File: config.mk
export PLATFORM = sky130hd
export DESIGN_NAME = rtctw_top
export DESIGN_NICKNAME = d
export VERILOG_FILES = /design/src/design/rtctw_pkg.sv /design/src/design/rtctw_top.sv
export SDC_FILE = /design/constraint.sdc
export NUM_CORES = 1
export LEC_CHECK = 0
export BUFFER_PORTS_ARGS = -buffer_cell sky130_fd_sc_hd__buf_2
export CAP_MARGIN = 40
export CORE_UTILIZATION = 50
export CTS_CLUSTER_SIZE = 25
export DETAILED_ROUTE_END_ITERATION = 10
export PLACE_DENSITY = 0.75
export SKIP_CTS_REPAIR_TIMING = 1
export SLEW_MARGIN = 40
export SYNTH_ARGS = -nofsm -noshare
export SYNTH_HDL_FRONTEND = slang
export SYNTH_SLANG_ARGS = --single-unit
File: constraint.sdc
create_clock -name core_clk_i -period 2.9 [get_ports core_clk_i]
set_input_delay 0.435 -clock core_clk_i [delete_from_list [all_inputs] [get_ports core_clk_i]]
set_output_delay 0.435 -clock core_clk_i [all_outputs]
set_load 0.01 [all_outputs]
File: src/design/rtctw_pkg.sv
// Constants for the real-time clock counters and periodic event flags
`default_nettype none
package rtctw_pkg;
    localparam int CLK_PERIOD_NS = 10;
    localparam int TICK_PERIOD_NS = 31250000;
    localparam int TICK_CYCLES_DEF = TICK_PERIOD_NS / CLK_PERIOD_NS;
    localparam int ADDR_W = 20;
    localparam int CTL_IDX = 'h56C0;
    localparam int IEN_IDX = 'h56C2;
    localparam int FLG_IDX = 'h56C4;
    localparam int MS_IDX = 'h56C6;
    localparam int HR_IDX = 'h56C8;
    localparam logic [ADDR_W-1:0] CTL_ADDR = ADDR_W'(CTL_IDX * 4);
    localparam logic [ADDR_W-1:0] IEN_ADDR = ADDR_W'(IEN_IDX * 4);
    localparam logic [ADDR_W-1:0] FLG_ADDR = ADDR_W'(FLG_IDX * 4);
    localparam logic [ADDR_W-1:0] MS_ADDR = ADDR_W'(MS_IDX * 4);
    localparam logic [ADDR_W-1:0] HR_ADDR = ADDR_W'(HR_IDX * 4);
    localparam int CTL_RUN_BIT = 0;
    localparam int CTL_H12_BIT = 4;
    localparam int CTL_BCD_BIT = 5;
    localparam int CTL_RUNST_BIT = 8;
    localparam int HR_PM_BIT = 7;
    localparam int FLG_W = 10;
    localparam int EV_32HZ = 0;
    localparam int EV_8HZ = 1;
    localparam int EV_4HZ = 2;
    localparam int EV_1HZ = 3;
    localparam int EV_10S = 4;
    localparam int EV_1M = 5;
    localparam int EV_10M = 6;
    localparam int EV_1H = 7;
    localparam int EV_HD = 8;
    localparam int EV_DAY = 9;
    localparam logic [6:0] SEC_MAX_BIN = 7'h3B;
    localparam logic [6:0] SEC_MAX_BCD = 7'h59;
    localparam logic [6:0] H24_MAX_BIN = 7'h17;
    localparam logic [6:0] H24_MAX_BCD = 7'h23;
    localparam logic [6:0] H12_MAX_BIN = 7'h0B;
    localparam logic [6:0] H12_MAX_BCD = 7'h11;
    localparam logic [4:0] SUB_LAST = 5'h1F;
    localparam logic [FLG_W-1:0] FLG_RESET = 10'h000;
endpackage
`default_nettype wire

File: src/design/rtctw_top.sv
// Real-time clock counters, periodic event flags and wake logic with APB slave
//
// Local design decision: the APB register port.
`default_nettype none
module rtctw_top #(
    parameter int TICK_CYCLES = rtctw_pkg::TICK_CYCLES_DEF
) (
    input wire logic core_clk_i,
    input wire logic reset_i,
    input wire logic ce_i,
    input wire logic psel_i,
    input wire logic penable_i,
    input wire logic pwrite_i,
    input wire logic [rtctw_pkg::ADDR_W-1:0] paddr_i,
    input wire logic [31:0] pwdata_i,
    output logic [31:0] prdata_o,
    output logic pready_o,
    output logic pslverr_o,
    input wire logic cpu_sleep_i,
    input wire logic cpu_halt_i,
    output logic irq_o,
    output logic wake_o,
    output logic low_speed_osc_en_o,
    output logic high_speed_osc_en_o
);
    import rtctw_pkg::*;

    localparam int PW = $clog2(TICK_CYCLES);
    localparam logic [PW-1:0] PRESC_LAST = PW'(TICK_CYCLES - 1);

    // A one-state prescaler would leave the tick compare with nothing to count
    if (TICK_CYCLES < 2) begin : g_tick_check
        $error("TICK_CYCLES must be at least 2");
    end

    // Returns {wrap, next} for a counter field in either coding
    function automatic logic [7:0] cnt_inc(input logic [6:0] v, input logic [6:0] mx,
                                           input logic bcd);
        logic [7:0] r;
        r = {1'b0, v + 7'h01};
        if (v == mx) begin
            r = 8'h80;
        end else if (bcd && v[3:0] == 4'h9) begin
            r = {1'b0, v[6:4] + 3'h1, 4'h0};
        end
        return r;
    endfunction

    function automatic logic is_tenth(input logic [6:0] v, input logic bcd);
        return bcd ? (v[3:0] == 4'h0) : ((v % 7'h0A) == 7'h00);
    endfunction

    logic run_reg, run_next, runst_reg, runst_next;
    logic bcd_reg, bcd_next, h12_reg, h12_next;
    logic [FLG_W-1:0] ien_reg, ien_next, flg_reg, flg_next, ev;
    logic [6:0] sec_reg, sec_next, min_reg, min_next;
    logic [5:0] hour_reg, hour_next;
    logic pm_reg, pm_next;
    logic [PW-1:0] presc_reg, presc_next;
    logic [4:0] sub_reg, sub_next;
    logic [31:0] prdata_reg, prdata_next, rd_mux;
    logic pready_reg, pready_next, pslverr_reg, pslverr_next;
    logic irq_reg, irq_next, wake_reg, wake_next;
    logic lso_reg, lso_next, hso_reg, hso_next;
    logic tick, sec_tick, wr, mapped;
    logic [7:0] sinc, minc, hinc;
    logic [6:0] hmax;

    always_comb begin
        rd_mux = 32'h0000_0000;
        mapped = 1'b1;
        // Reserved bits stay zero in every read word
        case (paddr_i)
            CTL_ADDR: begin
                rd_mux[CTL_RUN_BIT] = run_reg;
                rd_mux[CTL_H12_BIT] = h12_reg;
                rd_mux[CTL_BCD_BIT] = bcd_reg;
                rd_mux[CTL_RUNST_BIT] = runst_reg;
            end
            IEN_ADDR: rd_mux[FLG_W-1:0] = ien_reg;
            FLG_ADDR: rd_mux[FLG_W-1:0] = flg_reg;
            MS_ADDR: rd_mux[15:0] = {1'b0, min_reg, 1'b0, sec_reg};
            HR_ADDR: rd_mux[15:0] = {8'h00, pm_reg, 1'b0, hour_reg};
            default: mapped = 1'b0;
        endcase
    end

    always_comb begin
        wr = psel_i && penable_i && pready_reg && pwrite_i;
        pready_next = psel_i && penable_i && !pready_reg;
        pslverr_next = pready_next && !mapped;
        prdata_next = pready_next ? rd_mux : prdata_reg;
        run_next = run_reg;
        bcd_next = bcd_reg;
        h12_next = h12_reg;
        ien_next = ien_reg;
        sec_next = sec_reg;
        min_next = min_reg;
        hour_next = hour_reg;
        pm_next = pm_reg;
        sub_next = sub_reg;
        ev = '0;
        sinc = 8'h00;
        minc = 8'h00;
        hinc = 8'h00;
        hmax = h12_reg ? (bcd_reg ? H12_MAX_BCD : H12_MAX_BIN)
                       : (bcd_reg ? H24_MAX_BCD : H24_MAX_BIN);
        // The time base runs on the core clock, never on the bus handshake
        tick = run_reg && (presc_reg == PRESC_LAST);
        presc_next = (!run_reg || tick) ? '0 : presc_reg + 1'b1;
        sec_tick = tick && (sub_reg == SUB_LAST);
        if (tick) begin
            sub_next = sub_reg + 5'h01;
            ev[EV_32HZ] = 1'b1;
            ev[EV_8HZ] = (sub_reg[1:0] == 2'h3);
            ev[EV_4HZ] = (sub_reg[2:0] == 3'h7);
        end
        if (sec_tick) begin
            ev[EV_1HZ] = 1'b1;
            sinc = cnt_inc(sec_reg, bcd_reg ? SEC_MAX_BCD : SEC_MAX_BIN, bcd_reg);
            sec_next = sinc[6:0];
            ev[EV_10S] = is_tenth(sinc[6:0], bcd_reg);
            if (sinc[7]) begin
                minc = cnt_inc(min_reg, bcd_reg ? SEC_MAX_BCD : SEC_MAX_BIN, bcd_reg);
                min_next = minc[6:0];
                ev[EV_1M] = 1'b1;
                ev[EV_10M] = is_tenth(minc[6:0], bcd_reg);
                if (minc[7]) begin
                    hinc = cnt_inc({1'b0, hour_reg}, hmax, bcd_reg);
                    hour_next = hinc[5:0];
                    ev[EV_1H] = 1'b1;
                    if (h12_reg) begin
                        // Indicator flips at each half-day wrap of the 12-hour field
                        ev[EV_HD] = hinc[7];
                        ev[EV_DAY] = hinc[7] && pm_reg;
                        pm_next = pm_reg ^ hinc[7];
                    end else begin
                        ev[EV_HD] = hinc[7] || (hinc[5:0] == (bcd_reg ? 6'h12 : 6'h0C));
                        ev[EV_DAY] = hinc[7];
                        pm_next = !hinc[7] && (ev[EV_HD] || pm_reg);
                    end
                end
            end
        end
        // Set wins over a same-cycle write-one clear
        flg_next = flg_reg | ev;
        if (wr) begin
            case (paddr_i)
                CTL_ADDR: begin
                    run_next = pwdata_i[CTL_RUN_BIT];
                    h12_next = pwdata_i[CTL_H12_BIT];
                    bcd_next = pwdata_i[CTL_BCD_BIT];
                end
                IEN_ADDR: ien_next = pwdata_i[FLG_W-1:0];
                FLG_ADDR: flg_next = (flg_reg & ~pwdata_i[FLG_W-1:0]) | ev;
                MS_ADDR: begin
                    // A write overrides a carry landing in the same cycle
                    min_next = pwdata_i[14:8];
                    sec_next = pwdata_i[6:0];
                end
                HR_ADDR: begin
                    pm_next = pwdata_i[HR_PM_BIT];
                    hour_next = pwdata_i[5:0];
                end
                default: ;
            endcase
        end
        runst_next = run_reg;
        irq_next = |(flg_reg & ien_reg);
        // In sleep only a running clock can raise events at all
        wake_next = irq_next && (cpu_halt_i || (cpu_sleep_i && run_reg));
        lso_next = !(cpu_sleep_i && !run_reg);
        hso_next = !cpu_sleep_i;
    end

    always_ff @(posedge core_clk_i) begin
        if (reset_i) begin
            run_reg <= 1'b0;
            runst_reg <= 1'b0;
            bcd_reg <= 1'b0;
            h12_reg <= 1'b0;
            ien_reg <= '0;
            flg_reg <= FLG_RESET;
            sec_reg <= 7'h00;
            min_reg <= 7'h00;
            hour_reg <= 6'h00;
            pm_reg <= 1'b0;
            presc_reg <= '0;
            sub_reg <= 5'h00;
            prdata_reg <= 32'h0000_0000;
            pready_reg <= 1'b0;
            pslverr_reg <= 1'b0;
            irq_reg <= 1'b0;
            wake_reg <= 1'b0;
            lso_reg <= 1'b1;
            hso_reg <= 1'b1;
        end else if (ce_i) begin
            run_reg <= run_next;
            runst_reg <= runst_next;
            bcd_reg <= bcd_next;
            h12_reg <= h12_next;
            ien_reg <= ien_next;
            flg_reg <= flg_next;
            sec_reg <= sec_next;
            min_reg <= min_next;
            hour_reg <= hour_next;
            pm_reg <= pm_next;
            presc_reg <= presc_next;
            sub_reg <= sub_next;
            prdata_reg <= prdata_next;
            pready_reg <= pready_next;
            pslverr_reg <= pslverr_next;
            irq_reg <= irq_next;
            wake_reg <= wake_next;
            lso_reg <= lso_next;
            hso_reg <= hso_next;
        end
    end

    assign prdata_o = prdata_reg;
    assign pready_o = pready_reg;
    assign pslverr_o = pslverr_reg;
    assign irq_o = irq_reg;
    assign wake_o = wake_reg;
    assign low_speed_osc_en_o = lso_reg;
    assign high_speed_osc_en_o = hso_reg;
endmodule
`default_nettype wire

==> flow_summary.ini, run 1 <==
[status]
result_of_the_run = finished, violations left
failed_checks = DRC

[sta]
fin_skew_ns = 0.00962
timing.hold.ws_ns = 0.331
total_of_endpoints_with_negative_setup_slack_in_the_final_report = 0
timing.fmax_mhz = 357
relSlewSlack = 0.548
period_minus_slack_ns = 2.80
worst_slack_ns = 0.0957
fin_tns_setup_ns = 0
timing_hold_violations_final = 0
worst_pin_slew_ns = 0.679
maxSlewViolCount = 0
period_share = 0.967

[route]
ant_nets = 0
route.met3.wl_um = 1020
drcViolationCount = 1
vias = 6162
detail_route.iter0.violations = 478
wl_met2_um = 8330
finalWirelength_um = 17400
drt-vias-per-instance = 6.02
drt_pass1_iterations = 8
final_routed_wire_length_divided_by_cell_count_um = 17.0
maxUsedRoutingLayer = met4
detail_route.wirelength.met1_um = 7600

[die]
placement_rows = 40
core_area_sq_um = 12000
die_footprint_sq_um = 12700
num_io_pins = 98
fp.dieH_um = 113
die-width_um = 113
initial_utilization = 0.512

[global_routing]
overflow = 0
number_of_antenna_violations_at_the_first_check_in_global_routing = 0
vias_in_the_first_global_route = 5719
wire_length_of_the_first_global_routing_pass_um = 27900
grt_start_max_net_pins = 32
grt_use_total = 0.279

[placed_design]
detailed_place_hpwl_um = 12800
post-place-cells = 1008
gp_congestion = 0.948
detailedPlace.worstSlack_ns = 0.0738
placed_area_sq_um = 6750
numPortBuffers = 63

[clock_tree]
cts.sinks = 93
cts.htree.levels = 3
clock_path_buffers = 2
worst_skew_pair.late_latency_ns = 0.36
clk_pin_slew_ns = 0.07
tritoncts = yes
cts_inserted_buffers = 9
cts_root_buf = sky130_fd_sc_hd__clkbuf_16

[finish]
layout.cells.most_common = sky130_fd_sc_hd__nand2_1
final-instance-count-excl-fill = 1024
finish.utilization = 0.597
fin_area_sq_um = 7140
largest_reg_flops = 22
num_antenna_cells = 0
nFillCells = 1113
multi_input_gate_area_in_the_final_layout_sq_um = 4010
design.final.nets = 951
layout_common_cells = sky130_fd_sc_hd__nand2_1, sky130_fd_sc_hd__dfxtp_1, sky130_fd_sc_hd__nor2_1
final-seq-area_sq_um = 1870
area.growth.synth_to_final_pct = 16.6
drive_gt1_frac = 0.197

[synthesis]
post-synth-top-area-fraction = 0.304
yosys.cell_types.count = 82
post_synth_and_or_nand_nor_area_fraction = 0.290
post_synth_instance_area_sq_um = 6120
synth.area.mux_share = 0.0349
synthArstFlopShare = 0
ys_ff_latch = 93
synthXorXnorAreaFrac = 0.0629
combinational_family_with_the_most_area_after_synthesis = simple AND/OR/NAND/NOR gates
synth.largest_area_cell = sky130_fd_sc_hd__dfxtp_1
synth_edf_count = 0
synth.yosys.seq_area_share = 0.304
synthesis.instances = 793
synthesized_area_fraction_occupied_by_ao_oa_aoi_and_oai_cells = 0.202
yosysWarningCount = 0
synth_adder_area_share = 0.0388
leading_register_cell_type_out_of_synthesis = sky130_fd_sc_hd__dfxtp_1
synth.top_cells.by_area = sky130_fd_sc_hd__dfxtp_1, sky130_fd_sc_hd__nand2_1, sky130_fd_sc_hd__a21oi_1
syn_avg_cell_area_sq_um = 7.72

[critical_path]
chain_of_cells_forming_the_critical_path = inv_1, ha_1, and4b_2, or4_4, and2_4, o31ai_1, and4_1, nor3_1, a211o_1, a31o_1
critical-path-max-stage-delay_ns = 0.60
cp-end-kind = flop
critPathKind = reg2reg
cp_data_arrival_time_ns = 3.05
worstPathMaxFanout = 7
worstSetupStartpointType = flop
worst_ep_required_time_ns = 3.15
critical-path-slowest-cell = sky130_fd_sc_hd__or4_4

[power_and_ir_drop]
power_mw = 2.56
power.leakage_nw = 2.75
vdd.ir_drop.worst_mv = 0.344
power_density_nw_per_um2 = 358

[hold_path]
worstHoldPathType = in2reg

[job]
timing.max_cap.violations = 0
per-layer routing:
layer | track usage | vias to the layer above
li1 | - | 2992
met1 | 0.343 | 2920
met2 | 0.479 | 216
met3 | 0.0416 | 34
met4 | 0.126 | 0
met5 | 0 | -
cell families after synthesis:
group / Yosys count
fa+ha+maj: 19
simple gates: 337
compound gates: 191
other cells: 1
mux: 21
buf+inv: 87
xor+xnor: 44
flops: 93
critical path: cells and delay by family, from the launching register on:
kind / cells / cell delay [ns]
simple gates: 5 / 1.44
flops: 1 / 0.33
compound gates: 3 / 0.70
fa+ha+maj: 1 / 0.19
buf+inv: 1 / 0.04
synth_stat cells (4+ instances only):
master / number
sky130_fd_sc_hd__nand2_1: 102
sky130_fd_sc_hd__dfxtp_1: 93
sky130_fd_sc_hd__nor2_1: 80
sky130_fd_sc_hd__a21oi_1: 64
sky130_fd_sc_hd__o21ai_0: 36
sky130_fd_sc_hd__clkbuf_1: 35
sky130_fd_sc_hd__inv_1: 23
sky130_fd_sc_hd__nand3_1: 23
sky130_fd_sc_hd__xnor2_1: 23
sky130_fd_sc_hd__xor2_1: 21
sky130_fd_sc_hd__buf_4: 19
sky130_fd_sc_hd__ha_1: 19
sky130_fd_sc_hd__nand4_1: 19
sky130_fd_sc_hd__mux2i_1: 18
sky130_fd_sc_hd__o211ai_1: 17
sky130_fd_sc_hd__nor3_1: 14
sky130_fd_sc_hd__and3_1: 13
sky130_fd_sc_hd__a22oi_1: 10
sky130_fd_sc_hd__or3_1: 9
sky130_fd_sc_hd__a211oi_1: 8
sky130_fd_sc_hd__a31oi_1: 8
sky130_fd_sc_hd__and4_1: 8
sky130_fd_sc_hd__nand2b_1: 8
sky130_fd_sc_hd__nor4_1: 6
sky130_fd_sc_hd__o22ai_1: 6
sky130_fd_sc_hd__buf_1: 5
sky130_fd_sc_hd__nand3b_1: 5
sky130_fd_sc_hd__nor4bb_1: 5
sky130_fd_sc_hd__or4_1: 5
sky130_fd_sc_hd__a211o_1: 4
sky130_fd_sc_hd__a22o_1: 4
sky130_fd_sc_hd__and2_1: 4
sky130_fd_sc_hd__nand4b_1: 4
sky130_fd_sc_hd__nor2b_1: 4
sky130_fd_sc_hd__o221ai_1: 4
final timing paths:
| path | startpoint | endpoint | slack, ns | depth (start not counted) |
|---|---|---|---|---|
| setup / recovery | sec_reg[1]$_SDFFE_PP0P_ | flg_reg[4]$_SDFFE_PP0P_ | 0.1 | 10 |
| hold / removal | pwdata_i[8] | ien_reg[8]$_SDFFE_PP0P_ | 0.33 | 3 |
| setup reg to reg | sec_reg[1]$_SDFFE_PP0P_ | flg_reg[4]$_SDFFE_PP0P_ | 0.1 | 10 |
| hold reg to reg | prdata_o[8]$_SDFFE_PP0P_ | prdata_o[8]$_SDFFE_PP0P_ | 0.45 | 2 |
where the power goes:
part           total (mW)  internal [mW]  switching [mW]
clock                1.14          0.592           0.547
combinational       0.135         0.0423          0.0922
sequential           1.28           1.28         0.00302
cell type report:
| class | instances | share of cell area |
|---|---|---|
| Clock buffer | 9 | 0.0316 |
| Clock inverter | 7 | 0.00789 |
| Inverter | 24 | 0.0126 |
| Multi-Input combinational cell | 629 | 0.562 |
| Sequential cell | 93 | 0.262 |
| Tap cell | 147 | 0.0258 |
| Timing Repair Buffer | 115 | 0.0989 |
(Power assumes the default switching activity.)
==> run 2, diff against run 1 <==
- PLACE_DENSITY: 0.75 -> 0.72
- REMOVE_ABC_BUFFERS: not set -> 1
- clock period: 2.9 -> 3.2 ns (I/O delays scaled with it)
==> flow_summary.ini, run 2 (same netlist as run 1, synthesis figures left out) <==
[power_and_ir_drop]
power.leakage_nw = 2.68
clock_power_share = 0.481
p_int_mw = 1.92
combinational_cell_fraction_of_total_power = 0.049
proportion_of_power_drawn_by_flip_flops_and_latches = 0.469
total_switching_power_mw = 0.556
power_switching_share = 0.224
power_density_nw_per_um2 = 357
vdd.ir_drop.worst_mv = 0.248

[critical_path]
cp_data_arrival_time_ns = 3.30
cp-end-kind = flop
worst_ep_required_time_ns = 3.45
worstSetupStartpointType = flop
worstPathMaxFanout = 10
critPathKind = reg2reg

[global_routing]
overflow = 0
wire_length_of_the_first_global_routing_pass_um = 27900
vias_in_the_first_global_route = 5803
grt_start_max_net_pins = 35
grt_use_total = 0.277
number_of_antenna_violations_at_the_first_check_in_global_routing = 0

[die]
die-width_um = 113
placement_rows = 40
fp.dieH_um = 113
initial_utilization = 0.512
core_area_sq_um = 12000
die_footprint_sq_um = 12700
num_io_pins = 98

[clock_tree]
cts_root_buf = sky130_fd_sc_hd__clkbuf_16
clock_path_buffers = 2
worst_skew_pair.late_latency_ns = 0.36
cts.htree.levels = 3
cts_inserted_buffers = 9
cts.sinks = 93
clk_pin_slew_ns = 0.07
tritoncts = yes

[placed_design]
numPortBuffers = 63
detailed_place_hpwl_um = 12900
gp_congestion = 0.951

[sta]
fin_skew_ns = 0.00948
timing_hold_violations_final = 0
period_share = 0.954
fin_tns_setup_ns = 0
worst_pin_slew_ns = 0.698
maxSlewViolCount = 0
timing.fmax_mhz = 328
total_of_endpoints_with_negative_setup_slack_in_the_final_report = 0
relSlewSlack = 0.535
timing.hold.ws_ns = 0.396
grt_setup_unrepaired = no
period_minus_slack_ns = 3.05

[finish]
num_antenna_cells = 0
design.final.nets = 933
drive_gt1_frac = 0.156
layout.cells.most_common = sky130_fd_sc_hd__nand2_1
finish.utilization = 0.581
area.growth.synth_to_final_pct = 13.4
layout_common_cells = sky130_fd_sc_hd__nand2_1, sky130_fd_sc_hd__dfxtp_1, sky130_fd_sc_hd__nor2_1
largest_reg_flops = 22
nFillCells = 1142

[route]
drt-vias-per-instance = 6.12
drcViolationCount = 0
ant_nets = 0
drt_pass1_iterations = 7
finalWirelength_um = 17300
final_routed_wire_length_divided_by_cell_count_um = 17.2
vias = 6152
detail_route.iter0.violations = 490

[hold_path]
worstHoldPathType = in2reg

[job]
timing.max_cap.violations = 0

[status]
result_of_the_run = completed
[run 2: cell count changes in the layout (fill, tap and decap cells not counted), sizes merged]
cell      delta
buf         -18
clkbuf       +3
clkinvlp     -3
inv          -3
bufinv       +2
clkinv       +1
[run 2: area by class of cell]
cell class	count	area (sq um)	area share
repair buffers	97	571	0.0822
clock inverters	4	70.1	0.0101
flip-flops and latches	93	1860	0.268
inverters	24	90.1	0.0130
clock buffers	12	256	0.0369
multi-input cells	629	3910	0.563
well taps	147	184	0.0265
[run 2: path summary, 6_finish.rpt]
path	slack, ns	start	cells past startpoint	to
worst max register to register	0.15	sec_reg[0]$_SDFFE_PP0P_	11	flg_reg[4]$_SDFFE_PP0P_
worst max-delay path	0.15	sec_reg[0]$_SDFFE_PP0P_	11	flg_reg[4]$_SDFFE_PP0P_
worst min-delay path	0.40	pwdata_i[8]	3	ien_reg[8]$_SDFFE_PP0P_
worst min register to register	0.45	prdata_o[1]$_SDFFE_PP0P_	2	prdata_o[1]$_SDFFE_PP0P_
[run 2: power groups by stage]
stage / combinational [mW] / clock (mW) / sequential (mW)
6_report: 0.122 / 1.19 / 1.16
5_1_grt: 0.132 / 1.24 / 1.16
4_1_cts: 0.120 / 1.21 / 1.16
3_5_place_dp: 0.120 / 0 / 1.19
3_3_place_gp: 0.119 / 0 / 1.19
2_1_floorplan: 0.0367 / 0 / 1.19
[run 2: through the flow]
step	setup WS, ns	instances	cell area, sq um	power (mW)
finish	0.147	1006	6940	2.48
global route	0.0159	1006	6940	2.54
CTS	0.163	1006	6940	2.49
detailed placement	0.183	990	6620	1.31
global placement	0.258	990	6620	1.31
floorplan	0.305	746	5860	1.23
[run 2: layer usage]
layer | up-vias | global-route usage | wire, um
met2 | 245 | 0.472 | 8240
met5 | - | 0 | 0
li1 | 2960 | - | -
met4 | 0 | 0.139 | 643
met1 | 2899 | 0.338 | 7410
met3 | 48 | 0.0427 | 1020
[run 2: critical path, cell delays in order (launching register included)]
cell,delay [ns]
sky130_fd_sc_hd__dfxtp_1,0.35
sky130_fd_sc_hd__ha_1,0.23
sky130_fd_sc_hd__and4b_1,0.34
sky130_fd_sc_hd__a2111o_1,0.37
sky130_fd_sc_hd__nor2_1,0.31
sky130_fd_sc_hd__nand2_1,0.15
sky130_fd_sc_hd__o2111ai_1,0.24
sky130_fd_sc_hd__nand2_1,0.14
sky130_fd_sc_hd__ha_1,0.21
sky130_fd_sc_hd__and3_1,0.14
sky130_fd_sc_hd__a211o_1,0.22
sky130_fd_sc_hd__a31o_1,0.22
